[src/rtl/pdbt_defs.svh]
// register offsets, field positions, reset values for the bias and gain bank
`ifndef PDBT_DEFS_SVH
`define PDBT_DEFS_SVH

`define PDBT_ADDR_CATH 8'h54
`define PDBT_ADDR_GAIN 8'h55
`define PDBT_RST_CATH 16'h0020
`define PDBT_RST_GAIN 16'h0000

`define PDBT_OVR_BIT 7
`define PDBT_SLEEP_LSB 12
`define PDBT_SLOTB_CATH_LSB 10
`define PDBT_SLOTA_CATH_LSB 8

`define PDBT_B_CH4_LSB 10
`define PDBT_B_CH3_LSB 8
`define PDBT_B_CH2_LSB 6
`define PDBT_A_CH4_LSB 4

`endif

[src/rtl/pdbt_pkg.sv]
// types shared by the bias and gain configuration bank
package pdbt_pkg;

    typedef enum logic [2:0] {
        PDBT_CATH_VDD,
        PDBT_CATH_ANODE,
        PDBT_CATH_REV250,
        PDBT_CATH_GND,
        PDBT_CATH_VREF,
        PDBT_CATH_FLOAT,
        PDBT_CATH_GLB_1V3,
        PDBT_CATH_GLB_1V8
    } pdbt_cath_t;

    typedef enum logic [1:0] {
        PDBT_PH_IDLE,
        PDBT_PH_SLEEP,
        PDBT_PH_SLOT_A,
        PDBT_PH_SLOT_B
    } pdbt_phase_t;

    typedef struct packed {
        logic [15:0] cathode_bias_select;
        logic [15:0] channel_gain_select;
        logic [15:0] rdata;
        logic rvalid;
        pdbt_phase_t phase;
        pdbt_cath_t cath;
        logic [1:0] anode;
    } pdbt_state_t;

    typedef struct packed {
        logic [1:0] code;
        logic active;
    } pdbt_lane_t;

    function automatic logic [1:0] pdbt_field(input logic [15:0] word, input int lsb);
        pdbt_field = word[lsb +: 2];
    endfunction : pdbt_field

endpackage : pdbt_pkg

[src/rtl/pdbt_gain_lane.sv]
// one channel gain lane: code is applied only while its slot gain enable is set
`timescale 1ns/1ns
`default_nettype none
module pdbt_gain_lane
    import pdbt_pkg::*;
(
    input wire logic i_clk,
    input wire logic i_rst,
    input wire logic i_gain_en,
    input wire logic [1:0] i_code,
    output logic [1:0] o_code,
    output logic o_active
);
    pdbt_lane_t st_ff;
    pdbt_lane_t nxt_st;

    always_comb begin
        nxt_st = st_ff;
        // disabled lane falls back to code 0, highest gain
        nxt_st.active = i_gain_en;
        nxt_st.code = i_gain_en ? i_code : 2'h0;
    end

    always_ff @(posedge i_clk or posedge i_rst) begin
        if (i_rst) begin
            st_ff <= '0;
        end else begin
            st_ff <= nxt_st;
        end
    end

    assign o_code = st_ff.code;
    assign o_active = st_ff.active;
endmodule : pdbt_gain_lane
`default_nettype wire

[src/rtl/pdbt_bias_gain.sv]
// cathode bias selection and channel gain configuration registers
`timescale 1ns/1ns
`default_nettype none
`include "pdbt_defs.svh"
// Functional notes
// - override bit 7 clear uses global cathode bit; set uses per-state fields.
// - override set, sleep field [13:12] applies asleep; 1 gives reference in idle.
// - override set, field [11:10] drives cathode during slot B.
// - override set, field [9:8] drives cathode during slot A.
// - slot codes: 0 supply, 1 anode, 2 reverse bias about 250 mV, 3 ground.
// - anode bias per slot comes from that slot's mode bits [5:4].
// - slot B channel 4 gain [11:10] used only with slot B gain enable.
// - slot B channel 3 gain [9:8] used only with slot B gain enable.
// - slot B channel 2 gain [7:6] used only with slot B gain enable.
// - slot A channel 4 gain [5:4] used only with slot A gain enable.
// - global bit 0 gives 1.3 V equal to anode, 1 gives 1.8 V.
module pdbt_bias_gain
    import pdbt_pkg::*;
(
    input wire logic i_clk,
    input wire logic i_rst,
    input wire logic i_reg_wr,
    input wire logic i_reg_rd,
    input wire logic [7:0] i_reg_addr,
    input wire logic [15:0] i_reg_wdata,
    output logic [15:0] o_reg_rdata,
    output logic o_reg_rvalid,
    input wire logic i_sleep,
    input wire logic i_slot_a_active,
    input wire logic i_slot_b_active,
    input wire logic i_global_cathode,
    input wire logic i_first_slot_gain_en,
    input wire logic i_second_slot_gain_en,
    input wire logic [1:0] i_first_slot_anode_bias,
    input wire logic [1:0] i_second_slot_anode_bias,
    output logic [2:0] o_cathode_sel,
    output logic [1:0] o_anode_bias,
    output logic [1:0] o_phase,
    output logic [1:0] o_second_slot_ch4_gain,
    output logic o_second_slot_ch4_active,
    output logic [1:0] o_second_slot_ch3_gain,
    output logic o_second_slot_ch3_active,
    output logic [1:0] o_second_slot_ch2_gain,
    output logic o_second_slot_ch2_active,
    output logic [1:0] o_first_slot_ch4_gain,
    output logic o_first_slot_ch4_active
);
    pdbt_state_t st_ff;
    pdbt_state_t nxt_st;
    pdbt_phase_t phase_now;
    logic cathode_override_en;
    logic [1:0] sleep_cathode_sel;
    logic [1:0] second_slot_cathode_sel;
    logic [1:0] first_slot_cathode_sel;

    assign cathode_override_en = st_ff.cathode_bias_select[`PDBT_OVR_BIT];
    assign sleep_cathode_sel = pdbt_field(st_ff.cathode_bias_select, `PDBT_SLEEP_LSB);
    assign second_slot_cathode_sel = pdbt_field(st_ff.cathode_bias_select, `PDBT_SLOTB_CATH_LSB);
    assign first_slot_cathode_sel = pdbt_field(st_ff.cathode_bias_select, `PDBT_SLOTA_CATH_LSB);

    // slot activity outranks sleep so a late sleep request cannot starve a slot
    always_comb begin
        if (i_slot_a_active) begin
            phase_now = PDBT_PH_SLOT_A;
        end else if (i_slot_b_active) begin
            phase_now = PDBT_PH_SLOT_B;
        end else if (i_sleep) begin
            phase_now = PDBT_PH_SLEEP;
        end else begin
            phase_now = PDBT_PH_IDLE;
        end
    end

    function automatic pdbt_cath_t slot_decode(input logic [1:0] code);
        case (code)
            2'h0: slot_decode = PDBT_CATH_VDD;
            2'h1: slot_decode = PDBT_CATH_ANODE;
            2'h2: slot_decode = PDBT_CATH_REV250;
            default: slot_decode = PDBT_CATH_GND;
        endcase
    endfunction : slot_decode

    always_comb begin
        nxt_st = st_ff;
        nxt_st.rvalid = 1'b0;
        nxt_st.phase = phase_now;
        if (i_reg_wr) begin
            // reserved bits are stored as written; keeping them clean is software's job
            if (i_reg_addr == `PDBT_ADDR_CATH) begin
                nxt_st.cathode_bias_select = i_reg_wdata;
            end
            if (i_reg_addr == `PDBT_ADDR_GAIN) begin
                nxt_st.channel_gain_select = i_reg_wdata;
            end
        end
        if (i_reg_rd) begin
            nxt_st.rvalid = 1'b1;
            if (i_reg_addr == `PDBT_ADDR_CATH) begin
                nxt_st.rdata = st_ff.cathode_bias_select;
            end else if (i_reg_addr == `PDBT_ADDR_GAIN) begin
                nxt_st.rdata = st_ff.channel_gain_select;
            end else begin
                nxt_st.rdata = 16'h0000;
            end
        end
        if (!cathode_override_en) begin
            nxt_st.cath = i_global_cathode ? PDBT_CATH_GLB_1V8 : PDBT_CATH_GLB_1V3;
        end else begin
            case (phase_now)
                PDBT_PH_SLOT_A: nxt_st.cath = slot_decode(first_slot_cathode_sel);
                PDBT_PH_SLOT_B: nxt_st.cath = slot_decode(second_slot_cathode_sel);
                PDBT_PH_SLEEP, PDBT_PH_IDLE: begin
                    case (sleep_cathode_sel)
                        2'h0: nxt_st.cath = PDBT_CATH_VDD;
                        2'h1: nxt_st.cath = (phase_now == PDBT_PH_IDLE) ? PDBT_CATH_VREF : PDBT_CATH_VDD;
                        2'h2: nxt_st.cath = PDBT_CATH_FLOAT;
                        default: nxt_st.cath = PDBT_CATH_GND;
                    endcase
                end
                default: nxt_st.cath = PDBT_CATH_VDD;
            endcase
        end
        // anode bias does not depend on the cathode fields
        case (phase_now)
            PDBT_PH_SLOT_A: nxt_st.anode = i_first_slot_anode_bias;
            PDBT_PH_SLOT_B: nxt_st.anode = i_second_slot_anode_bias;
            default: nxt_st.anode = st_ff.anode;
        endcase
    end

    always_ff @(posedge i_clk or posedge i_rst) begin
        if (i_rst) begin
            st_ff <= '{cathode_bias_select: `PDBT_RST_CATH, channel_gain_select: `PDBT_RST_GAIN,
                       rdata: 16'h0000, rvalid: 1'b0, phase: PDBT_PH_IDLE,
                       cath: PDBT_CATH_GLB_1V3, anode: 2'h0};
        end else begin
            st_ff <= nxt_st;
        end
    end

    assign o_reg_rdata = st_ff.rdata;
    assign o_reg_rvalid = st_ff.rvalid;
    assign o_cathode_sel = st_ff.cath;
    assign o_anode_bias = st_ff.anode;
    assign o_phase = st_ff.phase;

    pdbt_gain_lane u_b_ch4 (
        .i_clk(i_clk),
        .i_rst(i_rst),
        .i_gain_en(i_second_slot_gain_en),
        .i_code(pdbt_field(st_ff.channel_gain_select, `PDBT_B_CH4_LSB)),
        .o_code(o_second_slot_ch4_gain),
        .o_active(o_second_slot_ch4_active)
    );
    pdbt_gain_lane u_b_ch3 (
        .i_clk(i_clk),
        .i_rst(i_rst),
        .i_gain_en(i_second_slot_gain_en),
        .i_code(pdbt_field(st_ff.channel_gain_select, `PDBT_B_CH3_LSB)),
        .o_code(o_second_slot_ch3_gain),
        .o_active(o_second_slot_ch3_active)
    );
    pdbt_gain_lane u_b_ch2 (
        .i_clk(i_clk),
        .i_rst(i_rst),
        .i_gain_en(i_second_slot_gain_en),
        .i_code(pdbt_field(st_ff.channel_gain_select, `PDBT_B_CH2_LSB)),
        .o_code(o_second_slot_ch2_gain),
        .o_active(o_second_slot_ch2_active)
    );
    pdbt_gain_lane u_a_ch4 (
        .i_clk(i_clk),
        .i_rst(i_rst),
        .i_gain_en(i_first_slot_gain_en),
        .i_code(pdbt_field(st_ff.channel_gain_select, `PDBT_A_CH4_LSB)),
        .o_code(o_first_slot_ch4_gain),
        .o_active(o_first_slot_ch4_active)
    );
endmodule : pdbt_bias_gain
`default_nettype wire

[config.mk]
export PLATFORM = sky130hd
export DESIGN_NAME = pdbt_bias_gain
export DESIGN_NICKNAME = d
export VERILOG_FILES = /design/src/rtl/pdbt_pkg.sv /design/src/rtl/pdbt_gain_lane.sv /design/src/rtl/pdbt_bias_gain.sv
export VERILOG_INCLUDE_DIRS = /design/src /design/src/rtl
export SDC_FILE = /design/constraint.sdc
export NUM_CORES = 1
export LEC_CHECK = 0
export BUFFER_PORTS_ARGS = -buffer_cell sky130_fd_sc_hd__buf_4
export CORE_MARGIN = 4
export CORE_UTILIZATION = 53
export CTS_CLUSTER_SIZE = 14
export DETAILED_ROUTE_END_ITERATION = 16
export PLACE_DENSITY = 0.85
export SLEW_MARGIN = 20
export SYNTH_ARGS = -nofsm -noshare
export SYNTH_HDL_FRONTEND = slang
export SYNTH_SLANG_ARGS = --single-unit
[constraint.sdc]
create_clock -name i_clk -period 3.2 [get_ports i_clk]
set_clock_uncertainty 0.05 [all_clocks]
set_input_delay 0.96 -clock i_clk [delete_from_list [all_inputs] [get_ports i_clk]]
set_output_delay 0.96 -clock i_clk [all_outputs]
set_load 0.02 [all_outputs]
== Word-level counts from Yosys, hierarchy flattened ==
Index checks and enable logic that the tools add are counted.

* Output and inout port bits: 36
* Bits in registers: 66
* Input bits: 38
* Logic and storage cells: 50

* Equality and inequality tests: 11
* Reduce and logical (&&, ||, !) cells: 8
* Muxes and demuxes: 18

{| class="wikitable"
|+ Operators with widths
! kind !! number
|-
| 16-bit two-way mux || 2
|-
| 3-bit case mux with 3 select lines || 2
|-
| 8-bit by 7-bit equality test with 1-bit output, second input constant || 2
|-
| 2-bit two-way mux || 6
|-
| 2-bit case mux with 3 select lines || 2
|-
| 2-bit equality test, second input constant || 5
|-
| 2-bit by 1-bit equality test with 1-bit output, second input constant || 4
|-
| 2-bit zero test || 4
|-
| 3-bit two-way mux || 2
|-
| 2-bit case mux with 2 select lines || 1
|-
| 2-bit AND reduction || 2
|-
| 1-bit two-way mux || 3
|-
| 2-bit nonzero test || 1
|-
| 2-bit OR reduction || 1
|}

== Longest topological paths before layout ==
Gate-level depths: netlist (run 1).

* Depth after elaboration: 8
* Gate-level depth with buffers: 5
* Gate-level depth less buffers: 3

== Cells and area by module ==
From an unflattened synthesis (run 1), not the netlist that was laid out.

* Cells, all modules: 237
* Area total of the unflattened synthesis: 3070.4 µm²

{| class="wikitable"
|+ By module, submodules not included
! module !! seq. area each (µm²) !! cells an instance !! instances !! area an instance (µm²)
|-
| pdbt_bias_gain || 1405.1 || 213 || 1 || 2705.1
|-
| pdbt_gain_lane || 75.1 || 6 || 4 || 91.3
|}

== Worst setup path after synthesis (run 1) ==
Ideal clock, no wire load.

* Path kind: input to register
* Start: in i_reg_addr[1]
* End: reg st_ff, in the netlist cathode_override_en
* Slack: 1070 ps
* Library setup time: 125 ps
* Data required time: 3025 ps
* Arrival: 1954 ps
* Buffers on the path: 1
* Cell stages on the path: 4
* Cell sequence: and4bb_2 nand4b_4 buf_6 mux2_4

* Word-level cells in the longest chain between the ends: 2

{| class="wikitable"
|+ RTL lines
! element !! line !! RTL
|-
| start, declared || pdbt_bias_gain.sv:24 || <nowiki>input wire logic [7:0] i_reg_addr,</nowiki>
|-
| 8-bit by 7-bit equality test with 1-bit output (no line) || -- ||
|-
| 2-bit AND reduction (no line) || -- ||
|-
| end signal, assigned || pdbt_bias_gain.sv:133 || <nowiki>st_ff <= '{cathode_bias_select: `PDBT_RST_CATH, channel_gain_select: `PDBT_RST_GAIN,</nowiki>
|-
| end signal, assigned || pdbt_bias_gain.sv:137 || <nowiki>st_ff <= nxt_st;</nowiki>
|-
| end, declared || pdbt_bias_gain.sv:48 || <nowiki>pdbt_state_t st_ff;</nowiki>
|}

Every way passes these cells.
A chain may end at the register's enable or synchronous reset.

== Worst setup path after layout (run 1) ==
* Start: in i_reg_addr[1]
* End: reg st_ff, in the netlist first_slot_cathode_sel[0]

Same word-level chain as after synthesis.

==> metrics.md, run 1 <==
| Metric | Value |
|---|---|
| Comb power frac | `0.100` |
| Post-route DRC | `0` |
| Initial Util | `0.545` |
| Seq/Total Area, Yosys | `0.552` |
| Fin worst setup slack | `1.13 ns` |
| Final #Nets | `320` |
| Pleak | `1.86 nW` |
| Total GRT Usage | `0.169` |
| Antenna Cells | `0` |
| Seq pwr share | `0.536` |
| Post-synth EDFFs | `0` |
| Filler instances | `425` |
| WP data required | `3.36 ns` |
| Power Density | `460 nW/um^2` |
| CTS root buffer | `clkbuf_8` |
| Fin crit share | `0.647` |
| Core Area | `5510 sq um` |
| Congestion Overflow GR | `0` |
| CP startpoint kind | `input port` |
| RSZ-0062 raised after global routing | `false` |
| Top cells by area, synth | `dfrtp_1 (53%), mux2_2 (11%), mux2_4 (10%), buf_4 (6.3%), o22ai_1 (3.3%)` |
| Crit path cell chain | `buf_4, and4bb_2, nand4b_4, mux2_4` |
| Syn Std Cell Area | `3000 sq um` |
| Largest net degree at the start of global routing | `67` |
| Port Buffer Count | `73` |
| First-pass GRT wire length | `9.16 mm` |
| CP Class | `input port to flip-flop` |
| Slowest library cell on the worst path | `mux2_4` |
| Die width | `83.2 microns` |
| Layout area overhead | `19.5%` |
| Slew Limit Fails | `0` |
| CTS sink count | `66` |
| DR vias/cell | `4.94` |
| Netlist cell types | `25` |
| DR vias | `1768` |
| Crit. End Element | `flip-flop` |
| Status | `complete, no violations` |
| Int Power | `1.27 mW` |
| Placer Congestion | `0.791` |
| Cell taking the most area after synthesis | `dfrtp_1` |
| Syn avg cell area | `12.9 sq um` |
| DIE HEIGHT | `83.2 microns` |
| Max Clock Freq | `483 MHz` |
| CP Data Arrival Time | `2.23 ns` |
| Peak supply drop | `0.000245 V` |
| Largest register FFs | `25` |
| Reg with most FFs | `st_ff` |
| Post-CTS Repair Setup Buffers | `0` |
| Psw | `0.378 mW` |
| Fin Setup TNS | `0 ns` |
| Setup violators final | `0` |
| #FFs+latches synth | `66` |
| WL final | `5.45 mm` |
| TritonCTS clock tree | `built` |
| Final hold vios | `0` |
| Clk slew on worst S/H paths | `0.06 ns` |
| Tmin final | `2.07 ns` |
| Std cell rows | `27` |
| Clock power frac | `0.364` |
| Detailed placer's ending HPWL | `3.84 mm` |
| DR iter-0 viols | `59` |
| Vias in the first global route | `1943` |
| H-tree levels | `3` |
| Clock tree buffer depth | `2` |
| Cells after Synth | `232` |
| Io pins | `74` |
| Die area | `6930 sq um` |
| Commonest cells in the netlist | `dfrtp_1 (63), mux2_2 (29), buf_4 (25)` |
| Post_cts resized | `0` |
| Routed len/inst | `15.2 microns` |
| Worst slew pin tran | `0.573 ns` |
| Share of the synthesized area in the top cell type | `0.525` |
| Detail Route Antenna Nets | `0` |
| Finished Cell Area | `3590 sq um` |
| Ratio of cells with drive above 1 in the final layout | `0.510` |
| Placement Setup Slack | `0.762 ns` |
| Switching share of power | `0.230` |
| Hold Path Class | `flip-flop to flip-flop` |
| Max-cap violations | `0` |
| Num CTS Buffers | `9` |
| Post-layout util | `0.651` |
| Placed Instance Area | `3420 sq um` |
| Slew margin rel. | `0.617` |
| Slowest Stage Delay on Critical Path | `0.43 ns` |
| First-pass DRT Iterations | `4` |
| Hold slack | `0.460 ns` |
| CTS Hold Bufs | `0` |
| Most frequent cell after synthesis | `dfrtp_1` |
| Post-synth ARST share | `1.00` |
| Dominant synthesized flop cell | `dfrtp_1` |
| Initial antenna violation count | `0` |
| Net Count, Synth | `270` |
| Yosys Warn Count | `0` |
| Worst-Skew Late Latency | `0.33 ns` |
| CP Max Fanout | `16` |
-- cell families (layout without fill, tap and decap cells) --
group | Yosys count | in the layout | share of synthesized area
muxes | 52 | 52 | 0.219
DFF | 66 | 66 | 0.552
AOI/OAI and AO/OA | 24 | 24 | 0.0484
buffers and inverters | 53 | 107 | 0.103
and+or+nand+nor | 37 | 37 | 0.0776
-- layout make-up --
class | count | area [sq um] | area share
well taps | 72 | 90.1 | 0.0251
multi-input cells | 113 | 1030 | 0.289
clock inverters | 3 | 15.0 | 0.00419
flip-flops and latches | 66 | 1660 | 0.462
repair buffers | 74 | 568 | 0.158
inverters | 18 | 67.6 | 0.0188
clock buffers | 12 | 155 | 0.0433
-- critical path, delay by kind of cell --
kind                   cells  cell delay (ns)
muxes                      1             0.43
buffers and inverters      1             0.11
and+or+nand+nor            2             0.74
-- per-stage QoR --
stage	std cells	total power, mW
floorplan	232	0.996
global placement	343	1.06
detailed placement	343	1.07
CTS	358	1.67
global route	358	1.71
finish	358	1.65
-- power groups by stage --
stage          logic, mW  clock network (mW)  registers [mW]
2_1_floorplan     0.0978                   0           0.898
3_3_place_gp       0.163                   0           0.896
3_5_place_dp       0.167                   0           0.898
4_1_cts            0.167               0.616           0.883
5_1_grt            0.180               0.647           0.887
6_report           0.165               0.600           0.883
-- worst paths after layout --
| kind | startpoint | end | slack [ns] | cells past startpoint |
|---|---|---|---|---|
| max | i_reg_addr[1] | first_slot_cathode_sel[0] | 1.13 | 4 |
| min | st_ff[43] | st_ff[43] | 0.46 | 1 |
| max reg2reg | sleep_cathode_sel[1] | o_cathode_sel[0] | 2.10 | 3 |
| min reg2reg | st_ff[43] | st_ff[43] | 0.46 | 1 |
| max in group asynchronous | i_rst | st_ff[45] | 2.13 | 3 |
| min in group asynchronous | i_rst | u_b_ch2.o_active | 0.65 | 3 |
-- cell usage in the layout (no fill, tap or decap), drive strengths merged --
cell type,count
buf,74
dfrtp,63
mux2,49
nand2,21
inv,18
o22ai,16
clkbuf,12
and2,8
o21ai,4
mux2i,3
clkinv,3
dfstp,3
a21oi,2
nor2b,2
or2,1
and4bb,1
nor3b,1
nand4,1
nand4b,1
o21bai,1
and3b,1
o211ai,1
-- per-layer routing --
| layer | vias up | wire [microns] | GRT usage |
|---|---|---|---|
| li1 | 852 | - | - |
| met3 | 11 | 262 | 0.0397 |
| met5 | - | 0 | 0 |
| met1 | 852 | 2340 | 0.199 |
| met2 | 53 | 2700 | 0.278 |
| met4 | 0 | 151 | 0.103 |
No activity file was read; power rests on OpenSTA's default activity.
==> run 2, diff against run 1 <==
==> constraint.sdc (replaced) <==
create_clock -name i_clk -period 2.1 [get_ports i_clk]
set_clock_uncertainty 0.05 [all_clocks]
set_input_delay 0.63 -clock i_clk [delete_from_list [all_inputs] [get_ports i_clk]]
set_output_delay 0.63 -clock i_clk [all_outputs]
set_load 0.02 [all_outputs]
==> metrics.md, run 2 (same netlist as run 1, synthesis figures left out) <==
| Metric | Value |
|---|---|
| Most common cell after layout, fill and taps aside | `buf_4` |
| RSZ-0062 raised after global routing | `false` |
| Initial Util | `0.545` |
| First-pass GRT wire length | `9.60 mm` |
| Die area | `6930 sq um` |
| Slowest library cell on the worst path | `dfstp_2` |
| RR Startpoint | `sleep_cathode_sel[1]` |
| DR vias | `1840` |
| Reg2Reg Depth | `3` |
| Clock tree buffer depth | `2` |
| Pleak | `1.89 nW` |
| Num CTS Buffers | `9` |
| Inst Count DP | `348` |
| Vias in the first global route | `2003` |
| CTS root buffer | `clkbuf_8` |
| Slew Limit Fails | `0` |
| Ratio of cells with drive above 1 in the final layout | `0.507` |
| CP Class | `flip-flop to output pin` |
| Placer Congestion | `0.792` |
| Crit path cell chain | `buf_4` |
| Slowest Stage Delay on Critical Path | `0.52 ns` |
| Peak supply drop | `0.000424 V` |
| Routed len/inst | `15.6 microns` |
| CTS sink count | `66` |
| Detailed placer's ending HPWL | `4.09 mm` |
| H-tree levels | `3` |
| Commonest cells after routing, fill and taps aside | `buf_4 (76), dfrtp_1 (63), mux2_2 (29)` |
| CP startpoint kind | `flip-flop` |
| Post-CTS Repair Setup Buffers | `0` |
| Setup violators final | `0` |
| Final #Nets | `325` |
| CP Max Fanout | `1` |
| DR iter-0 viols | `122` |
| Post_cts resized | `0` |
| Worst-Skew Late Latency | `0.33 ns` |
| Fin Setup TNS | `0 ns` |
| Port Buffer Count | `73` |
| Fin cells | `364` |
| Fin crit share | `0.791` |
| Die width | `83.2 microns` |
| Antenna Cells | `0` |
| Core Area | `5510 sq um` |
| Finished Cell Area | `3650 sq um` |
| Total GRT Usage | `0.180` |
| Final hold vios | `0` |
| Status | `complete, no violations` |
| Hold slack | `0.280 ns` |
| Initial antenna violation count | `0` |
| Congestion Overflow GR | `0` |
| Crit. End Element | `output pin` |
| Detail Route Antenna Nets | `0` |
| Layout area overhead | `21.7%` |
| WP data required | `1.42 ns` |
| Worst slew pin tran | `0.511 ns` |
| Buf/Inv on CP | `1` |
| Largest net degree at the start of global routing | `34` |
| Clk slew on worst S/H paths | `0.06 ns` |
| CP Data Arrival Time | `0.98 ns` |
| Post-route DRC | `0` |
| Largest delay share family, worst path | `flip-flops` |
| Worst R2R Setup Slack | `0.98 ns` |
| DR vias/cell | `5.05` |
| Placed Instance Area | `3480 sq um` |
| DIE HEIGHT | `83.2 microns` |
| Io pins | `74` |
| Reg2reg end | `o_cathode_sel[0]` |
| WL final | `5.67 mm` |
| Slew margin rel. | `0.659` |
| Tmin final | `1.66 ns` |
| Max Clock Freq | `602 MHz` |
| Std cell rows | `27` |
| Max-cap violations | `0` |
| Hold Path Class | `input port to asynchronous set/reset pin` |
| Reg with most FFs | `st_ff` |
| Post-layout util | `0.663` |
| TritonCTS clock tree | `built` |
| CTS Hold Bufs | `0` |
| Power Density | `690 nW/um^2` |
| First-pass DRT Iterations | `4` |
| Largest register FFs | `25` |
[run 2: per-layer routing]
metal  up-vias  share of wire  track usage
met5         -              0            0
met3        13          0.054       0.0526
met1       902           0.41        0.200
met4         0          0.024        0.114
li1        870              -            -
met2        55           0.51        0.300
[run 2: worst max-delay path by stage]
stage	cells past startpoint	startpoint	endpoint	slack, ns
global placement	5	i_reg_addr[1]	st_ff[29]	0.23
CTS	1	o_cathode_sel[2]	o_cathode_sel[2]	0.42
global route	1	o_cathode_sel[2]	o_cathode_sel[2]	0.40
floorplan	4	i_reg_addr[1]	cathode_override_en	0.30
detailed placement	5	i_reg_addr[1]	st_ff[25]	0.20
finish	1	o_cathode_sel[2]	o_cathode_sel[2]	0.44
[run 2: cell type report]
type	instances	area, sq um
fill	438	1850
sequential	66	1660
multi-input combinational	113	1030
clock buffer	16	170
tap	72	90.1
timing repair buffer	79	631
inverter	18	71.3
[run 2: metrics by stage]
step | power, mW | worst slack (ns)
finish | 2.52 | 0.438
detailed placement | 1.63 | 0.196
global placement | 1.62 | 0.228
floorplan | 1.52 | 0.300
CTS | 2.55 | 0.418
global route | 2.64 | 0.401
[run 2: report_power, final]
part	switching (mW)	internal (mW)	total, mW
Sequential	0.0265	1.32	1.35
Combinational	0.118	0.138	0.256
Clock	0.423	0.496	0.919
Total	0.567	1.95	2.52
==> run 3, diff against run 2 <==
--- a/config.mk
+++ b/config.mk
@@ -8,10 +8,10 @@
 export LEC_CHECK = 0
 export BUFFER_PORTS_ARGS = -buffer_cell sky130_fd_sc_hd__buf_4
 export CORE_MARGIN = 4
-export CORE_UTILIZATION = 53
+export CORE_UTILIZATION = 48
 export CTS_CLUSTER_SIZE = 14
 export DETAILED_ROUTE_END_ITERATION = 16
-export PLACE_DENSITY = 0.85
+export PLACE_DENSITY = 0.82
 export SLEW_MARGIN = 20
 export SYNTH_ARGS = -nofsm -noshare
 export SYNTH_HDL_FRONTEND = slang
==> constraint.sdc (replaced) <==
create_clock -name i_clk -period 1.45 [get_ports i_clk]
set_clock_uncertainty 0.05 [all_clocks]
set_input_delay 0.435 -clock i_clk [delete_from_list [all_inputs] [get_ports i_clk]]
set_output_delay 0.435 -clock i_clk [all_outputs]
set_load 0.02 [all_outputs]
==> metrics.md, run 3 (same netlist as run 1, synthesis figures left out) <==
| Metric | Value |
|---|---|
| CTS root buffer | `clkbuf_8` |
| Crit. End Element | `output pin` |
| Congestion Overflow GR | `0` |
| Detail Route Antenna Nets | `0` |
| CP Data Arrival Time | `0.97 ns` |
| RSZ-0062 raised after global routing | `true` |
| Worst R2R Setup Slack | `0.33 ns` |
| Core Area | `5990 sq um` |
| DR vias | `1823` |
| CP startpoint kind | `flip-flop` |
| Peak supply drop | `0.000511 V` |
| Clock power frac | `0.377` |
| Worst-Skew Late Latency | `0.34 ns` |
| Die area | `7580 sq um` |
| Power Density | `1010 nW/um^2` |
| Detailed placer's ending HPWL | `4.11 mm` |
| Pleak | `1.90 nW` |
| Reg with most FFs | `st_ff` |
| Std cell rows | `28` |
| Max Clock Freq | `688 MHz` |
| CP Class | `flip-flop to output pin` |
| Io pins | `74` |
| CTS Hold Bufs | `0` |
| Clk slew on worst S/H paths | `0.07 ns` |
| Initial Util | `0.501` |
| Failing checks | `setup timing` |
| Fin crit share | `1.00` |
| Num CTS Buffers | `9` |
| TritonCTS clock tree | `built` |
| Commonest cells after routing, fill and taps aside | `buf_4 (73), dfrtp_1 (63), mux2_2 (29)` |
| Routed len/inst | `15.8 microns` |
| Slowest Stage Delay on Critical Path | `0.53 ns` |
| Int Power | `2.87 mW` |
| Placer Congestion | `0.793` |
| DR iter-0 viols | `106` |
| Hold slack | `0.0856 ns` |
| Crit path cell chain | `buf_6` |
| Ratio of cells with drive above 1 in the final layout | `0.519` |
| Psw | `0.865 mW` |
| Initial antenna violation count | `0` |
| Final #Nets | `326` |
| Total power | `3.74 mW` |
| Critical Path Start | `o_cathode_sel[1]` |
| Comb power frac | `0.102` |
| Fin worst setup slack | `-0.00347 ns` |
| Final hold vios | `0` |
| WL final | `5.80 mm` |
| Antenna Cells | `0` |
| Switching share of power | `0.231` |
| Largest delay share family, worst path | `flip-flops` |
| Port Buffer Count | `73` |
| Tmin final | `1.45 ns` |
| Slowest library cell on the worst path | `dfstp_2` |
| Fin Setup TNS | `-0.00347 ns` |
| Max-cap violations | `0` |
| First-pass DRT Iterations | `4` |
| Setup violators final | `1` |
| Inst Count DP | `352` |
| DR vias/cell | `4.95` |
| DIE HEIGHT | `87.1 microns` |
| Post-route DRC | `0` |
| H-tree levels | `3` |
| Largest register FFs | `25` |
| Layout area overhead | `23.6%` |
| Seq pwr share | `0.521` |
| Slew margin rel. | `0.730` |
| Post-layout util | `0.619` |
| Clock tree buffer depth | `2` |
| Most common cell after layout, fill and taps aside | `buf_4` |
| Buf/Inv on CP | `1` |
| Hold Path Class | `input port to asynchronous set/reset pin` |
| Status | `finished, violations left` |
| Vias in the first global route | `1906` |
| Die width | `87.1 microns` |
| Slew Limit Fails | `0` |
| Fin cells | `368` |
| Reg2reg end | `o_cathode_sel[0]` |
| Reg2Reg Depth | `3` |
| Largest net degree at the start of global routing | `36` |
| Total GRT Usage | `0.166` |
| Worst slew pin tran | `0.405 ns` |
| WP data required | `0.97 ns` |
| CTS sink count | `66` |
| Post-CTS Repair Setup Buffers | `0` |
| CP Max Fanout | `1` |
| RR Startpoint | `sleep_cathode_sel[1]` |
| First-pass GRT wire length | `9.44 mm` |
## run 3: cell count changes in the layout (fill, tap and decap cells not counted), sizes merged
cell / delta
clkinv: +2
clkbuf: -2
buf: +1
## run 3: how the worst max path moves through the flow
stage | slack (ns) | cells after the start | endpoint
finish | -0.003 | 1 | o_cathode_sel[1]
CTS | -0.02 | 1 | o_cathode_sel[1]
floorplan | -0.15 | 4 | cathode_override_en
detailed placement | -0.25 | 5 | st_ff[27]
global route | -0.03 | 1 | o_cathode_sel[2]
global placement | -0.22 | 5 | st_ff[29]
## run 3: timing repair
item	CTS	global route
pin swaps	0	0
endpoints found under the setup margin	2	2
gates resized for setup	2	0
## run 3: layer usage
layer  GRT usage  part of all wire
met2       0.264              0.48
met5           0                 0
met4      0.0935             0.022
met3      0.0274             0.061
met1       0.214              0.44
## run 3: worst register-to-register path, stage by stage (launching register included)
cell and delay [ns]:
dfrtp_1 0.45, mux2i_1 0.15, o21ai_0 0.09, mux2_2 0.26
## run 3: final cells by class
cell class	count	area (sq um)
inverter	18	71.3
tap	75	93.8
sequential	66	1660
multi-input combinational	113	1030
timing repair buffer	80	671
fill	480	2280
clock inverter	2	10.0
clock buffer	14	173
## run 3: power by group through the flow
stage	registers, mW	logic, mW	clock network (mW)
floorplan	1.98	0.217	0
global placement	1.98	0.374	0
detailed placement	1.98	0.384	0
CTS	1.95	0.387	1.44
global route	1.96	0.412	1.53
finish	1.95	0.380	1.41
## run 3: metrics by stage
step / worst slack, ns / cell area (sq um)
after floorplan: -0.153 / 3020
after global routing: -0.0301 / 3710
after detailed placement: -0.249 / 3520
final: -0.00347 / 3710
after CTS: -0.0160 / 3710
after global placement: -0.217 / 3520
